==> config.mk <==
export PLATFORM = sky130hd
export DESIGN_NAME = chan_err_handler
export DESIGN_NICKNAME = d
export VERILOG_FILES = /design/src/hw/chan_err_pkg.sv /design/src/hw/bus_recovery_gen.sv /design/src/hw/chan_err_handler.sv
export VERILOG_INCLUDE_DIRS = /design/src /design/src/hw
export SDC_FILE = /design/constraint.sdc
export NUM_CORES = 1
export LEC_CHECK = 0
export BUFFER_PORTS_ARGS = -buffer_cell sky130_fd_sc_hd__buf_2
export CAP_MARGIN = 20
export CORE_MARGIN = 1
export CORE_UTILIZATION = 60
export CTS_BUF_LIST = sky130_fd_sc_hd__clkbuf_2
export DETAILED_ROUTE_END_ITERATION = 10
export GPL_ROUTABILITY_DRIVEN = 0
export HOLD_SLACK_MARGIN = 0.15
export MAX_ROUTING_LAYER = met4
export PLACE_DENSITY = 0.88
export SYNTH_ARGS = -nofsm -noshare
export SYNTH_HDL_FRONTEND = slang
export SYNTH_HIERARCHICAL = 1
export SYNTH_SLANG_ARGS = --single-unit
==> constraint.sdc <==
create_clock -name mclk_i -period 6.7 [get_ports mclk_i]
set_input_delay 0.335 -clock mclk_i [delete_from_list [all_inputs] [get_ports mclk_i]]
set_output_delay 0.335 -clock mclk_i [all_outputs]
set_load 0.005 [all_outputs]
==> src/hw/chan_err_defs.svh <==
// Constants shared by the channel error handler: register offsets, field positions, reset values and timing.
`ifndef CHAN_ERR_DEFS_SVH
`define CHAN_ERR_DEFS_SVH

// ****************************************************************
// Register byte offsets
// ****************************************************************
`define OFS_STATUS 12'h000
`define OFS_MASK 12'h004
`define OFS_CTRL 12'h008
`define OFS_STATE 12'h00c

// ****************************************************************
// Field positions
// ****************************************************************
`define ST_FRAME 0
`define ST_MISPLACED 1
`define ST_SCL_STUCK 2
`define ST_SDA_STUCK 3
`define MASK_FRAME 0
`define CTRL_SEQ_START 0
`define CTRL_AUTO_REC 1
`define CTRL_TMO_EN 2
`define CTRL_BUS_REC 3
`define CTRL_FRC_LSB 8
`define CTRL_FRC_MSB 15

// ****************************************************************
// Reset values
// ****************************************************************
`define RST_STATUS 4'h0
`define RST_MASK 1'h0
`define RST_FRC 8'h01

// ****************************************************************
// Timing
// ****************************************************************
`define CLK_PERIOD_NS 25
`define SCL_TMO_US 25000
`define SCL_TMO_CYC ((`SCL_TMO_US * 1000) / `CLK_PERIOD_NS)
`define REC_HALF_NS 5000
`define REC_HALF_CYC ((`REC_HALF_NS + `CLK_PERIOD_NS - 1) / `CLK_PERIOD_NS)
`define REC_PULSES 9

`endif

==> src/hw/chan_err_pkg.sv <==
// Types shared by the channel error handler.
package chan_err_pkg;

    // Frame supervision states.
    typedef enum logic [1:0] {
        FS_IDLE = 2'b00,
        FS_WAIT_TRIG = 2'b01,
        FS_RUN = 2'b10,
        FS_TERM = 2'b11
    } frame_state_t;

endpackage

==> src/hw/bus_recovery_gen.sv <==
// Bus recovery sequencer: clocks SCL a fixed number of times, then checks that SDA is free.
`timescale 1ns/100ps
`include "chan_err_defs.svh"

module bus_recovery_gen #(
    parameter int HALF_CYC = `REC_HALF_CYC,
    parameter int PULSES = `REC_PULSES
) (
    // Clock and reset.
    input wire logic mclk_i,
    input wire logic rst_n_i,
    input wire logic ce_i,
    // Control.
    input wire logic start_i,
    input wire logic sda_i,
    // Results.
    output logic busy_o,
    output logic done_o,
    output logic ok_o,
    output logic scl_low_o
);

    logic [15:0] tick_q;
    logic [4:0] edge_q;
    logic busy_q;
    logic done_q;
    logic ok_q;
    logic scl_low_q;
    logic last_tick;

    assign last_tick = (tick_q == 16'(HALF_CYC - 1));

    // ****************************************************************
    // Sequencer
    // ****************************************************************
    // Each pulse is a low half then a released half; SDA is judged only after the last one.
    always_ff @(posedge mclk_i or negedge rst_n_i)
    begin
        if (!rst_n_i)
        begin
            tick_q <= 16'h0000;
            edge_q <= 5'h00;
            busy_q <= 1'b0;
            done_q <= 1'b0;
            ok_q <= 1'b0;
            scl_low_q <= 1'b0;
        end
        else if (ce_i)
        begin
            done_q <= 1'b0;
            if (!busy_q)
            begin
                if (start_i)
                begin
                    busy_q <= 1'b1;
                    scl_low_q <= 1'b1;
                    tick_q <= 16'h0000;
                    edge_q <= 5'h00;
                end
            end
            else if (!last_tick)
            begin
                tick_q <= tick_q + 16'h0001;
            end
            else
            begin
                tick_q <= 16'h0000;
                scl_low_q <= ~scl_low_q;
                edge_q <= edge_q + 5'h01;
                if (edge_q == 5'(2 * PULSES - 1))
                begin
                    busy_q <= 1'b0;
                    done_q <= 1'b1;
                    ok_q <= sda_i;
                    scl_low_q <= 1'b0;
                end
            end
        end
    end

    assign busy_o = busy_q;
    assign done_o = done_q;
    assign ok_o = ok_q;
    assign scl_low_o = scl_low_q;

endmodule

==> src/hw/chan_err_handler.sv <==
// Per-channel frame and bus error supervision with an APB register slave.
`timescale 1ns/100ps
`include "chan_err_defs.svh"

// How it works
// Sequence overrunning refresh period or trigger interval raises the frame overrun flag.
// Masked overrun lets the sequence finish; triggers meanwhile do not restart it.
// Masked or not, the total sequence count equals the frame repeat count; the code ends the frame after an unmasked overrun.
// After a masked overrun, the next sequence waits for a later trigger.
// Masked overrun flag stays until status is read; sequences keep running.
// Unmasked overrun ends the sequence orderly, with STOP and an interrupt.
// During reads the engine may take two more bytes before terminating.
// The frame overrun flag is set only when the closing STOP is seen.
// Misplaced START or STOP sets its flag, interrupts, aborts, nothing else.
// Host restores the bus and restarts after a misplaced START/STOP error.
// Stuck SCL past time-out flags, interrupts, aborts; no recovery attempted.
// With auto recovery, failed START on held SDA aborts and recovers silently.
// Successful recovery issues START and resumes at the failed transaction.
// Failed recovery sets SDA stuck flag, interrupts and aborts.
// Without auto recovery, SDA stuck flags, interrupts, aborts, no recovery.
// Host may later request bus recovery through the recovery request bit.
// SDA stuck flag means SDA held low while generating a START.
// Reading channel status clears pending request; interrupt output is active low.
// Mask bit 0 masks frame overrun interrupts; reset value is unmasked.
// Status bits: 3 SDA stuck, 2 SCL stuck, 1 misplaced, 0 frame.
// SCL time-out is a parameter count, gated by the time-out enable.
module chan_err_handler #(
    parameter int SCL_TMO_CYC = `SCL_TMO_CYC,
    parameter int REC_HALF_CYC = `REC_HALF_CYC
) (
    // Clock, reset and enable.
    input wire logic mclk_i,
    input wire logic rst_n_i,
    input wire logic ce_i,
    // APB slave.
    input wire logic psel_i,
    input wire logic penable_i,
    input wire logic pwrite_i,
    input wire logic [11:0] paddr_i,
    input wire logic [31:0] pwdata_i,
    output logic [31:0] prdata_o,
    output logic pready_o,
    output logic pslverr_o,
    // Sequence engine, same clock.
    input wire logic trigger_i,
    input wire logic seq_end_i,
    input wire logic in_byte_i,
    input wire logic start_fail_i,
    output logic seq_go_o,
    output logic seq_term_o,
    output logic abort_o,
    output logic resume_start_o,
    // Serial pins.
    input wire logic scl_i,
    input wire logic sda_i,
    output logic scl_o,
    output logic scl_oe_n_o,
    // Interrupt.
    output logic int_n_o
);

    logic [1:0] scl_sync_q;
    logic [1:0] sda_sync_q;
    logic scl_prev_q;
    logic sda_prev_q;
    logic [3:0] status_q;
    logic frame_overrun_mask_q;
    logic auto_recovery_enable_q;
    logic tmo_en_q;
    logic [7:0] frame_repeat_count_q;
    logic [7:0] seq_cnt_q;
    logic overrun_pend_q;
    chan_err_pkg::frame_state_t fstate_q;
    logic [31:0] tmo_cnt_q;
    logic [31:0] prdata_q;
    logic go_q;
    logic abort_q;
    logic resume_q;
    logic auto_rec_q;
    logic wr_acc;
    logic rd_setup;
    logic status_read;
    logic seq_start_wr;
    logic bus_recovery_request;
    logic start_seen;
    logic stop_seen;
    logic misplaced;
    logic scl_stuck;
    logic sda_stuck;
    logic rec_start;
    logic rec_busy;
    logic rec_done;
    logic rec_ok;
    logic rec_scl_low;
    logic [3:0] status_set;
    logic mapped;

    // ****************************************************************
    // Pin synchronisers and bus condition detection
    // ****************************************************************
    // Both pins pass two flops; edge detection looks only at the second stage and its delayed copy.
    always_ff @(posedge mclk_i or negedge rst_n_i)
    begin
        if (!rst_n_i)
        begin
            scl_sync_q <= 2'h3;
            sda_sync_q <= 2'h3;
            scl_prev_q <= 1'b1;
            sda_prev_q <= 1'b1;
        end
        else if (ce_i)
        begin
            scl_sync_q <= {scl_sync_q[0], scl_i};
            sda_sync_q <= {sda_sync_q[0], sda_i};
            scl_prev_q <= scl_sync_q[1];
            sda_prev_q <= sda_sync_q[1];
        end
    end

    assign start_seen = scl_sync_q[1] && scl_prev_q && sda_prev_q && !sda_sync_q[1];
    assign stop_seen = scl_sync_q[1] && scl_prev_q && !sda_prev_q && sda_sync_q[1];
    // misplaced condition detect
    assign misplaced = (start_seen || stop_seen) && in_byte_i;

    // ****************************************************************
    // SCL stuck-low time-out
    // ****************************************************************
    // gated time-out count
    always_ff @(posedge mclk_i or negedge rst_n_i)
    begin
        if (!rst_n_i)
        begin
            tmo_cnt_q <= 32'h0000_0000;
        end
        else if (ce_i)
        begin
            if (!tmo_en_q || scl_sync_q[1] || rec_busy)
            begin
                tmo_cnt_q <= 32'h0000_0000;
            end
            else if (tmo_cnt_q != 32'(SCL_TMO_CYC))
            begin
                tmo_cnt_q <= tmo_cnt_q + 32'h0000_0001;
            end
        end
    end

    // Fires once as the count reaches the limit, so the flag is not re-raised each cycle.
    assign scl_stuck = tmo_en_q && !scl_sync_q[1] && !rec_busy && (tmo_cnt_q == 32'(SCL_TMO_CYC - 1));

    // ****************************************************************
    // APB slave
    // ****************************************************************
    assign wr_acc = psel_i && penable_i && pwrite_i;
    assign rd_setup = psel_i && !penable_i && !pwrite_i;
    assign mapped = (paddr_i == `OFS_STATUS) || (paddr_i == `OFS_MASK) ||
                    (paddr_i == `OFS_CTRL) || (paddr_i == `OFS_STATE);
    // status read clears
    assign status_read = ce_i && psel_i && penable_i && !pwrite_i && (paddr_i == `OFS_STATUS);
    assign seq_start_wr = ce_i && wr_acc && (paddr_i == `OFS_CTRL) && pwdata_i[`CTRL_SEQ_START];
    // host recovery request
    assign bus_recovery_request = ce_i && wr_acc && (paddr_i == `OFS_CTRL) && pwdata_i[`CTRL_BUS_REC];
    assign pready_o = 1'b1;
    assign pslverr_o = psel_i && penable_i && !mapped;
    assign prdata_o = prdata_q;

    // Read data is captured in the setup phase so that pready can stay high.
    always_ff @(posedge mclk_i or negedge rst_n_i)
    begin
        if (!rst_n_i)
        begin
            prdata_q <= 32'h0000_0000;
        end
        else if (ce_i && rd_setup)
        begin
            if (paddr_i == `OFS_STATUS)
            begin
                prdata_q <= {28'h000_0000, status_q};
            end
            else if (paddr_i == `OFS_MASK)
            begin
                prdata_q <= {31'h0000_0000, frame_overrun_mask_q};
            end
            else if (paddr_i == `OFS_CTRL)
            begin
                prdata_q <= {16'h0000, frame_repeat_count_q, 4'h0, rec_busy, tmo_en_q, auto_recovery_enable_q, 1'b0};
            end
            else if (paddr_i == `OFS_STATE)
            begin
                prdata_q <= {16'h0000, seq_cnt_q, 3'h0, overrun_pend_q, rec_busy, auto_rec_q, fstate_q};
            end
            else
            begin
                prdata_q <= 32'h0000_0000;
            end
        end
    end

    // Configuration registers.
    always_ff @(posedge mclk_i or negedge rst_n_i)
    begin
        if (!rst_n_i)
        begin
            frame_overrun_mask_q <= `RST_MASK;
            auto_recovery_enable_q <= 1'b0;
            tmo_en_q <= 1'b0;
            frame_repeat_count_q <= `RST_FRC;
        end
        else if (ce_i && wr_acc)
        begin
            if (paddr_i == `OFS_MASK)
            begin
                // frame mask bit
                frame_overrun_mask_q <= pwdata_i[`MASK_FRAME];
            end
            else if (paddr_i == `OFS_CTRL)
            begin
                auto_recovery_enable_q <= pwdata_i[`CTRL_AUTO_REC];
                tmo_en_q <= pwdata_i[`CTRL_TMO_EN];
                frame_repeat_count_q <= pwdata_i[`CTRL_FRC_MSB:`CTRL_FRC_LSB];
            end
        end
    end

    // ****************************************************************
    // Frame supervision
    // ****************************************************************
    // triggers ignored while running masked
    // sequence count limit
    // restart on later trigger
    // unmasked orderly termination
    always_ff @(posedge mclk_i or negedge rst_n_i)
    begin
        if (!rst_n_i)
        begin
            fstate_q <= chan_err_pkg::FS_IDLE;
            seq_cnt_q <= 8'h00;
            overrun_pend_q <= 1'b0;
            go_q <= 1'b0;
        end
        else if (ce_i)
        begin
            go_q <= 1'b0;
            case (fstate_q)
                chan_err_pkg::FS_IDLE:
                begin
                    if (seq_start_wr && frame_repeat_count_q != 8'h00)
                    begin
                        seq_cnt_q <= 8'h00;
                        fstate_q <= chan_err_pkg::FS_WAIT_TRIG;
                    end
                end
                chan_err_pkg::FS_WAIT_TRIG:
                begin
                    if (trigger_i)
                    begin
                        go_q <= 1'b1;
                        seq_cnt_q <= seq_cnt_q + 8'h01;
                        fstate_q <= chan_err_pkg::FS_RUN;
                    end
                end
                chan_err_pkg::FS_RUN:
                begin
                    if (abort_q)
                    begin
                        fstate_q <= chan_err_pkg::FS_IDLE;
                    end
                    else if (seq_end_i)
                    begin
                        fstate_q <= (seq_cnt_q == frame_repeat_count_q) ? chan_err_pkg::FS_IDLE
                                                                       : chan_err_pkg::FS_WAIT_TRIG;
                    end
                    else if (trigger_i)
                    begin
                        // overrun detection
                        overrun_pend_q <= 1'b1;
                        if (!frame_overrun_mask_q)
                        begin
                            fstate_q <= chan_err_pkg::FS_TERM;
                        end
                    end
                end
                chan_err_pkg::FS_TERM:
                begin
                    // engine may finish up to two read bytes
                    if (stop_seen || abort_q)
                    begin
                        fstate_q <= chan_err_pkg::FS_IDLE;
                    end
                end
                default:
                begin
                    fstate_q <= chan_err_pkg::FS_IDLE;
                end
            endcase
            // flag waits for the closing STOP
            if (overrun_pend_q && stop_seen && fstate_q != chan_err_pkg::FS_RUN)
            begin
                overrun_pend_q <= 1'b0;
            end
        end
    end

    assign seq_go_o = go_q;
    assign seq_term_o = (fstate_q == chan_err_pkg::FS_TERM);

    // ****************************************************************
    // Bus error reactions and recovery
    // ****************************************************************
    assign sda_stuck = start_fail_i && !sda_sync_q[1];
    assign rec_start = (ce_i && sda_stuck && auto_recovery_enable_q && !rec_busy) || bus_recovery_request;

    // abort and recover on held SDA
    // resume with START on success
    // abort without recovery on stuck clock
    always_ff @(posedge mclk_i or negedge rst_n_i)
    begin
        if (!rst_n_i)
        begin
            abort_q <= 1'b0;
            resume_q <= 1'b0;
            auto_rec_q <= 1'b0;
        end
        else if (ce_i)
        begin
            abort_q <= misplaced || scl_stuck || sda_stuck;
            resume_q <= rec_done && rec_ok && auto_rec_q;
            if (sda_stuck && auto_recovery_enable_q && !rec_busy)
            begin
                auto_rec_q <= 1'b1;
            end
            else if (rec_done)
            begin
                auto_rec_q <= 1'b0;
            end
        end
    end

    assign abort_o = abort_q;
    assign resume_start_o = resume_q;

    bus_recovery_gen #(
        .HALF_CYC(REC_HALF_CYC),
        .PULSES(`REC_PULSES)
    ) u_recovery (
        .mclk_i(mclk_i),
        .rst_n_i(rst_n_i),
        .ce_i(ce_i),
        .start_i(rec_start),
        .sda_i(sda_sync_q[1]),
        .busy_o(rec_busy),
        .done_o(rec_done),
        .ok_o(rec_ok),
        .scl_low_o(rec_scl_low)
    );

    // Open drain: the pin is only ever pulled low, enable low means driving.
    assign scl_o = 1'b0;
    assign scl_oe_n_o = !rec_scl_low;

    // ****************************************************************
    // Channel status and interrupt
    // ****************************************************************
    // status bit placement
    // failed auto recovery flags SDA stuck
    // no auto recovery flags SDA stuck at once
    // SDA stuck at START
    assign status_set[`ST_FRAME] = overrun_pend_q && stop_seen && fstate_q != chan_err_pkg::FS_RUN;
    assign status_set[`ST_MISPLACED] = misplaced;
    assign status_set[`ST_SCL_STUCK] = scl_stuck;
    assign status_set[`ST_SDA_STUCK] = (sda_stuck && !auto_recovery_enable_q) || (rec_done && !rec_ok && auto_rec_q);

    // held until the status read; a new event in the read cycle survives.
    always_ff @(posedge mclk_i or negedge rst_n_i)
    begin
        if (!rst_n_i)
        begin
            status_q <= `RST_STATUS;
        end
        else if (ce_i)
        begin
            status_q <= (status_q & {4{!status_read}}) | status_set;
        end
    end

    // active low shared request
    assign int_n_o = !(|status_q[`ST_SDA_STUCK:`ST_MISPLACED] ||
                       (status_q[`ST_FRAME] && !frame_overrun_mask_q));
endmodule

==> After elaboration in Yosys (flattened, before gate mapping) <==
Cells that the tools add are included.
{ "classes": {"n_reduce_logical": 84, "muxes": 44, "eq_ne": 20, "add_sub_neg": 4, "n_bitwise": 4} }
{ "ops": {"columns": ["operator", "count"], "rows": [
  ["two-way mux 16 bit", 7],
  ["two-way mux 32 bit", 2],
  ["logical AND 1 bit", 38],
  ["adder 32 x 1 -> 32 bit, second input constant", 1],
  ["== test 32 x 20 -> 1 bit, second input constant", 1],
  ["!= test 32 x 20 -> 1 bit, second input constant", 1],
  ["== test 12 x 4 -> 1 bit, second input constant", 2],
  ["two-way mux 1 bit", 21],
  ["adder 16 x 1 -> 16 bit, second input constant", 1],
  ["== test 16 x 8 -> 1 bit, second input constant", 1],
  ["two-way mux 8 bit", 2],
  ["case mux 8 bit (2 select lines)", 1],
  ["two-way mux 5 bit", 3],
  ["zero test 1 bit", 14],
  ["two-way mux 2 bit", 7],
  ["== test 12 x 3 -> 1 bit, second input constant", 1],
  ["zero test 12 bit", 1],
  ["logical OR 1 bit", 12],
  ["nonzero test 2 bit", 6],
  ["adder 8 x 1 -> 8 bit, second input constant", 1],
  ["== test 8 bit", 1],
  ["!= test 2 bit, second input constant", 4],
  ["!= test 4 bit, second input constant", 2],
  ["case mux 2 bit (4 select lines)", 1],
  ["other kinds (16)", 25]
]} }
{ "totals": {"input_bits": 56, "word_cells": 180, "output_inout_bits": 41, "register_bits": 125} }

==> Longest topological paths before layout <==
Gate-level depths: netlist of the first run.
{ "depth": {"ltp_word": 8, "depth_mapped": 11, "depth_no_buf": 8} }

==> Hierarchy <==
Netlist of the first run, hierarchy kept.
{ "by_module_without_submodules": {"columns": ["module", "cells_per_inst", "seq_area_each_um2", "area_each_um2", "n_inst"], "rows": [
  ["chan_err_handler", 517, 2035.7, 4785.8, 1],
  ["bus_recovery_gen", 140, 625.6, 1328.8, 1]
]} }

==> Least setup slack after synthesis of the first run <==
No wires, ideal clock.
{ "synth_timing": {"path_type": "input to output", "startpoint": "input port paddr_i[7]", "endpoint": "output port pslverr_o", "path_slack_ns": 5.301, "required_ns": 6.365, "n_path_buf": 0, "stages": 3, "arrival_ns": 1.064, "cell_sequence": "nor4_1 nand3_1 and3_1"} }
{ "synth_between": {"elab_chain_len": 6, "elab_cells_between_ends": 9, "classes_between": "3 x eq/ne; 6 x reduce/logical"} }
{ "synth_rtl": {"columns": ["element", "line", "rtl"], "rows": [
  ["from (decl)", "chan_err_handler.sv:39", "input wire logic [11:0] paddr_i,"],
  ["== test 12 x 3 -> 1 bit (no source line) / zero test 12 bit (equally long branches)", null, null],
  ["logical OR 1 bit (2 in a row)", "chan_err_handler.sv:156", "assign mapped = (paddr_i == `OFS_STATUS) || (paddr_i == `OFS_MASK) ||"],
  ["logical OR 1 bit *", "chan_err_handler.sv:156", null],
  ["zero test 1 bit *", "chan_err_handler.sv:164", "assign pslverr_o = psel_i && penable_i && !mapped;"],
  ["logical AND 1 bit *", "chan_err_handler.sv:164", null],
  ["to (decl)", "chan_err_handler.sv:43", "output logic pslverr_o,"]
]} }
Every way passes the cells marked *; elsewhere a longest branch is shown, timed or not.

==> results.cfg, run 1 <==
[timing]
slew_viol_final = 0
finClkSkew_ns = 0.0204
hold_violations = 0
relSlewSlack_pct = 44.0
tns_ns = 0
rsz0062_at_grt = no
fmax_mhz = 318
setup_violations = 0
worst_pin_slew_ns = 0.840
period_needed_ns = 3.14
fin_crit_sh_pct = 46.9

[run_status]
status = finished, final reports clean

[route]
via_per_inst = 6.26
ant_nets = 0
drt-total-wl_um = 14600
wire_per_inst_um = 17.1
vias = 5339
dr.pass1.iters = 6
drc_errors = 0
drtIter0Drc = 484

[synth]
ys_types = 68
synth_top_family_by_area = simple AND/OR/NAND/NOR gates
syn-cell-area_mm2 = 0.00611
syn_inst = 657
synthMuxAreaShare_pct = 6.75
synth_warnings = 6
synth.top_cell.area_share_pct = 40.5
synth_compound_area_share_pct = 13.2
synth-async-reset-ratio_pct = 100
synth_edf_count = 0
syn_area_per_cell_um2 = 9.31
synthSimpleGateAreaFrac_pct = 25.0
synthTopCellsByArea = dfrtp_1 41%, nand2_1 4.8%, mux2i_1 3.4%
dominantRegCellSynth = dfrtp_1
synth-xor-area-share_pct = 3.15
ys_ff_latch = 106
synthAdderAreaFrac_pct = 1.23
yosysSeqAreaShare_pct = 43.5
yosysTopAreaCell = dfrtp_1

[die]
start_util_pct = 62.3
rows = 36
dieWidth_um = 103
die_h_um = 103
core_area_mm2 = 0.00982
ios = 97
dieArea_mm2 = 0.0106

[layout]
nets = 777
fill_cells = 753
area_delta_synth_final_pct = 10.2
antenna_cells = 0
final_cell_area_mm2 = 0.00674
final_layout_size_suffix_gt1_share_pct = 15.7

[cts]
clk_pin_slew_ns = 0.28
cts_root_buffer = clkbuf_2
htreeDepth = 3
clk_latency_ns = 0.65
cts_resized = 0
clk_path_buf_depth = 2
numClockSinks = 106
cts_setup_buffers = 0
cts_buffers = 9
cts_tree = yes
holdBufCountCts = 28

[worst_setup_path]
required_ns = 7.28
arrival_ns = 3.72
crit_fanout = 17
crit_path_start_kind = input pin
cp-end-kind = flop
criticalPathCategory = in2reg

[place]
hpwlAfterDp_um = 9670
io_buffers = 55
post_dp_cell_area_mm2 = 0.00629

[pwr]
p_leak_nw = 3.03
power_density_mw_per_mm2 = 179
ir_drop_v = 0.000134

[global_routing]
grt-ovfl-total = 0
grt_first_pass_wirelength_um = 24500
grt_max_degree = 63
grt_pass1_vias = 5122
grt_usage_pct = 30.9
antenna_found_initial = 0

[min_path]
hold_class = in2reg

[flow_run]
maxCapViolations = 0
[sequential cells by signal, indices dropped and copies added, names as in the netlist, 4 cells and up]
register,flops
status_q,4
seq_cnt_q,8
frame_repeat_count_q,8
u_recovery/tick_q,16
u_recovery/edge_q,5
tmo_cnt_q,32
prdata_o,13
[logic make-up (layout without fill, tap and decap cells)]
kind of cell,Yosys count,count (layout)
buffers and inverters,76,120
adder cells (fa/ha/maj),6,6
flip-flops,106,106
other,2,21
AO/OA/AOI/OAI,122,122
AND/OR/NAND/NOR,284,284
multiplexers,39,39
XOR/XNOR,22,22
[report_power, final]
group / internal, W / switching (W)
logic: 0.0000532 / 0.0000669
clock network: 0.000163 / 0.000225
registers: 0.000669 / 0.0000313
[per-layer routing]
layer / up-vias / track usage (%) / routed length, µm
li1: 2455 / - / -
met1: 2595 / 36.8 / 5930
met2: 246 / 51.1 / 7330
met3: 43 / 7.05 / 985
met4: 0 / 11.5 / 338
met5: - / - / 0
[through the flow]
stage / hold WS, ns / worst slack, ns / cells / utilization, % / power (W)
after floorplan: 0.0394 / 3.85 / 676 / - / 0.000777
after global placement: 0.459 / 3.02 / 809 / 64.1 / 0.000806
after detailed placement: 0.463 / 2.99 / 809 / 64.1 / 0.000813
after CTS: 0.159 / 3.58 / 853 / 68.6 / 0.00121
after global routing: 0.211 / 3.26 / 853 / 68.6 / 0.00125
final: 0.185 / 3.56 / 853 / 68.6 / 0.00121
[cell usage after synthesis, drive strengths merged (6+ instances only)]
| cell | instances |
|---|---|
| nor4b | 6 |
| xnor2 | 14 |
| xor2 | 8 |
| mux2 | 18 |
| nand2 | 80 |
| nor2b | 7 |
| buf | 34 |
| nand4 | 20 |
| inv | 18 |
| nand3 | 30 |
| a21oi | 25 |
| and3 | 12 |
| o31ai | 23 |
| a31oi | 11 |
| o21ai | 30 |
| dfrtp | 99 |
| or3 | 7 |
| and4 | 9 |
| nor2 | 56 |
| ha | 6 |
| nand2b | 7 |
| nor3 | 16 |
| clkbuf | 24 |
| dfstp | 7 |
| mux2i | 21 |
| nor4 | 21 |
[area by class of cell]
type                            count  area, µm²  share of cell area (%)
Multi-Input combinational cell    494       3100                    46.0
Timing Repair Buffer               86        581                    8.62
Inverter                           18       67.6                    1.00
Tap cell                          133        166                    2.47
Clock buffer                       10       50.0                   0.743
Clock inverter                      6        114                    1.69
Sequential cell                   106       2660                    39.5
[placed cells by master (no fill, tap or decap), drive strengths merged, types with 3 or more instances in the layout]
master,count
dfrtp,99
nand2,80
buf,58
nor2,56
nand3,30
o21ai,30
dlygate4sd3,28
a21oi,25
o31ai,23
mux2i,21
conb,21
nor4,21
nand4,20
inv,19
mux2,18
nor3,16
xnor2,14
and3,12
a31oi,11
clkbuf,10
and4,9
xor2,8
nor2b,7
nand2b,7
dfstp,7
or3,7
nor4b,6
ha,6
a41oi,5
a21o,3
o2bb2ai,3
o22ai,3
a22o,3
o41ai,3
bufinv,3
nor3b,3
or4,3
[worst paths after layout]
path                                    from               endpoint  slack (ns)  cells past startpoint
hold / removal                   pwdata_i[3]      u_recovery/busy_o        0.19                      5
setup / recovery                  paddr_i[2]  u_recovery/tick_q[12]        3.56                     10
hold reg to reg                  prdata_o[9]            prdata_o[9]        0.52                      2
min in group asynchronous            rst_n_i            prdata_o[9]        0.24                      2
setup reg to reg           u_recovery/busy_o  u_recovery/tick_q[12]        3.82                      6
max in group asynchronous            rst_n_i  u_recovery/tick_q[10]        5.39                      3
[critical path, cell delays in order]
cell and delay [ns]:
dlygate4sd3_1 0.53, buf_2 0.27, nor4b_1 0.35, and4_1 0.64, nand2_1 0.11, nand2_1 0.22, o2111ai_4 0.20, or4_4 0.59
or3_1 0.32, a21oi_1 0.16
Note: power is estimated with default switching activity, not from simulation.
==> run 2, diff against run 1 <==
--- a/config.mk
+++ b/config.mk
@@ -6,6 +6,7 @@
 export SDC_FILE = /design/constraint.sdc
 export NUM_CORES = 1
 export LEC_CHECK = 0
+export ABC_AREA = 1
 export BUFFER_PORTS_ARGS = -buffer_cell sky130_fd_sc_hd__buf_2
 export CAP_MARGIN = 20
 export CORE_MARGIN = 1
@@ -15,7 +16,7 @@
 export GPL_ROUTABILITY_DRIVEN = 0
 export HOLD_SLACK_MARGIN = 0.15
 export MAX_ROUTING_LAYER = met4
-export PLACE_DENSITY = 0.88
+export PLACE_DENSITY = 0.87
 export SYNTH_ARGS = -nofsm -noshare
 export SYNTH_HDL_FRONTEND = slang
 export SYNTH_HIERARCHICAL = 1
==> constraint.sdc (replaced) <==
create_clock -name mclk_i -period 3.1 [get_ports mclk_i]
set_input_delay 0.155 -clock mclk_i [delete_from_list [all_inputs] [get_ports mclk_i]]
set_output_delay 0.155 -clock mclk_i [all_outputs]
set_load 0.005 [all_outputs]
==> results.cfg, run 2 <==
[route]
drc_errors = 0
drtIter0Drc = 777
via_per_inst = 5.55
drt-total-wl_um = 17900
vias = 6792
wire_per_inst_um = 14.7
dr.pass1.iters = 7
ant_nets = 0

[synth]
syn_inst = 968
synthTopCellsByArea = dfrtp_1 37%, nand2_1 18%, nor2_1 8.4%
syn-cell-area_mm2 = 0.00677
ys_types = 47
yosysTopAreaCell = dfrtp_1
yosysMostFrequentCell = nand2_1
yosysSeqAreaShare_pct = 39.3
syn_area_per_cell_um2 = 6.99
yosys-top-cells-count = 327 x nand2_1, 152 x nor2_1, 99 x dfrtp_1
ys_ff_latch = 106
synth-async-reset-ratio_pct = 100
synth.top_cell.area_share_pct = 36.6
synth_edf_count = 0
synth_warnings = 6
dominantRegCellSynth = dfrtp_1

[timing]
tns_ns = 0
relSlewSlack_pct = 47.6
fmax_mhz = 331
period_needed_ns = 3.03
hold_violations = 0
slew_viol_final = 0
worst_pin_slew_ns = 0.766
rsz0062_at_grt = no
setup_violations = 0
finClkSkew_ns = 0.0313
holdWs_ns = 0.228
fin_crit_sh_pct = 97.6

[die]
die_h_um = 108
ios = 97
start_util_pct = 61.9
rows = 38
dieArea_mm2 = 0.0117
core_area_mm2 = 0.0109
dieWidth_um = 108

[global_routing]
grt_pass1_vias = 6349
grt-ovfl-total = 0
antenna_found_initial = 0
grt_first_pass_wirelength_um = 29500
grt_max_degree = 60
grt_usage_pct = 33.4

[worst_setup_path]
criticalPathCategory = in2reg
crit_buf_inv = 6
cp_slowest_cell = dlygate4sd3_1
cp_common_cell = dlygate4sd3_1
path_delay_family = buffers and inverters
arrival_ns = 3.64
worstPathCellList = dlygate4sd3_1 -> buf_2 -> inv_1 -> nand2_1 -> dlygate4sd3_1 -> nor3_2 -> nand2_2 -> o21ai_0 -> dlygate4sd3_1 -> o22a_1 -> dlygate4sd3_1
crit_fanout = 11
crit_path_start_kind = input pin
slowest_delay_ns = 0.61
cp-end-kind = flop
required_ns = 3.72

[place]
io_buffers = 55
hpwlAfterDp_um = 11400
post-place-cells = 1150
post_dp_cell_area_mm2 = 0.00705

[layout]
nets = 1140
fill_cells = 836
final_layout_size_suffix_gt1_share_pct = 14.0
final_cells = 1223
final-seq-area_mm2 = 0.00266
antenna_cells = 0
area_delta_synth_final_pct = 14.6
final_cell_mix = 326 x nand2_1, 152 x nor2_1, 99 x dfrtp_1, 85 x nand3_1, 85 x inv_1
largest_register_ffs = 32
top_register = tmo_cnt_q
final_cell_area_mm2 = 0.00776
multi_input_area_mm2 = 0.00354
layout_commonest_cell = nand2_1

[run_status]
status = finished, final reports clean

[min_path]
hold_class = in2reg

[cts]
htreeDepth = 3
clk_latency_ns = 0.67
numClockSinks = 106
clk_pin_slew_ns = 0.31
cts_buffers = 9
clk_path_buf_depth = 2
cts_root_buffer = clkbuf_2
cts_tree = yes

[pwr]
p_leak_nw = 3.78
total_power_w = 0.00257
power_density_mw_per_mm2 = 331
ir_drop_v = 0.000464

[flow_run]
maxCapViolations = 0
-- run 2: cell types whose count changed after synthesis, sizes merged, moves of 10 or more --
cell    delta
mux2i     -21
a21oi     -10
mux2      -14
and3      -12
a31oi     -10
nor4      -21
clkbuf    -19
o31ai     -23
inv       +71
nor2     +105
nand4     -12
nand2    +262
nand3     +57
o21ai     +18
-- run 2: cells by family after synthesis --
kind of cell	share of synthesized area, %
other	0.111
buffers and inverters	9.61
DFF	39.3
muxes	0.665
xor gates and xnor gates	2.85
adders and majority gates	1.11
AOI/OAI and AO/OA	7.45
and+or+nand+nor	38.9
-- run 2: through the flow --
stage	setup slack, ns	utilization, %
2_1_floorplan	1.26	-
3_3_place_gp	1.09	64.4
3_5_place_dp	1.03	64.4
4_1_cts	0.182	70.5
5_1_grt	0.0187	70.9
6_report	0.0743	70.9
-- run 2: path summary, 6_finish.rpt --
path	startpoint	endpoint	slack (ns)	cells after the start
worst max-delay path	paddr_i[1]	prdata_o[0]	0.07	11
worst min-delay path	pwdata_i[10]	frame_repeat_count_q[2]	0.23	3
worst max register to register	u_recovery/busy_o	prdata_o[3]	0.32	7
worst min register to register	sda_sync_q[1]	sda_prev_q	0.52	2
max in group asynchronous	rst_n_i	sda_sync_q[0]	2.25	4
min in group asynchronous	rst_n_i	frame_repeat_count_q[0]	0.53	3
-- run 2: power breakdown --
part	switching, W	internal (W)	leakage [nW]
combinational	0.000188	0.000143	2.33
clock	0.000519	0.000206	0.0807
sequential	0.0000620	0.00145	1.37
-- run 2: area by class of cell --
class                   count  share of cell area [%]
multi-input cells         751                    45.6
flip-flops and latches    106                    34.3
repair buffers            118                    11.7
inverters                  92                    4.45
well taps                 140                    2.26
clock inverters             7                    1.08
clock buffers               9                   0.581
-- run 2: per-layer routing --
| layer | routed length [µm] | GRT usage [%] | vias up |
|---|---|---|---|
| met5 | 0 | - | - |
| met4 | 594 | 13.6 | 0 |
| met3 | 1540 | 7.29 | 78 |
| met2 | 8360 | 51.7 | 353 |
| met1 | 7450 | 42.6 | 3122 |
| li1 | - | - | 3239 |
-- run 2: timing repair --
| action | 4_1_cts | 5_1_grt |
|---|---|---|
| hold buffers | 52 | 0 |
| endpoints found under the setup margin | 0 | 2 |
| buffers inserted | 0 | 5 |
| resized for setup | 0 | 2 |
| endpoints found under the hold margin | 159 | 0 |
-- run 2: worst min-delay path, stage by stage --
cell,delay [ns]
dlygate4sd3_1,0.52
buf_2,0.10
mux2_2,0.13
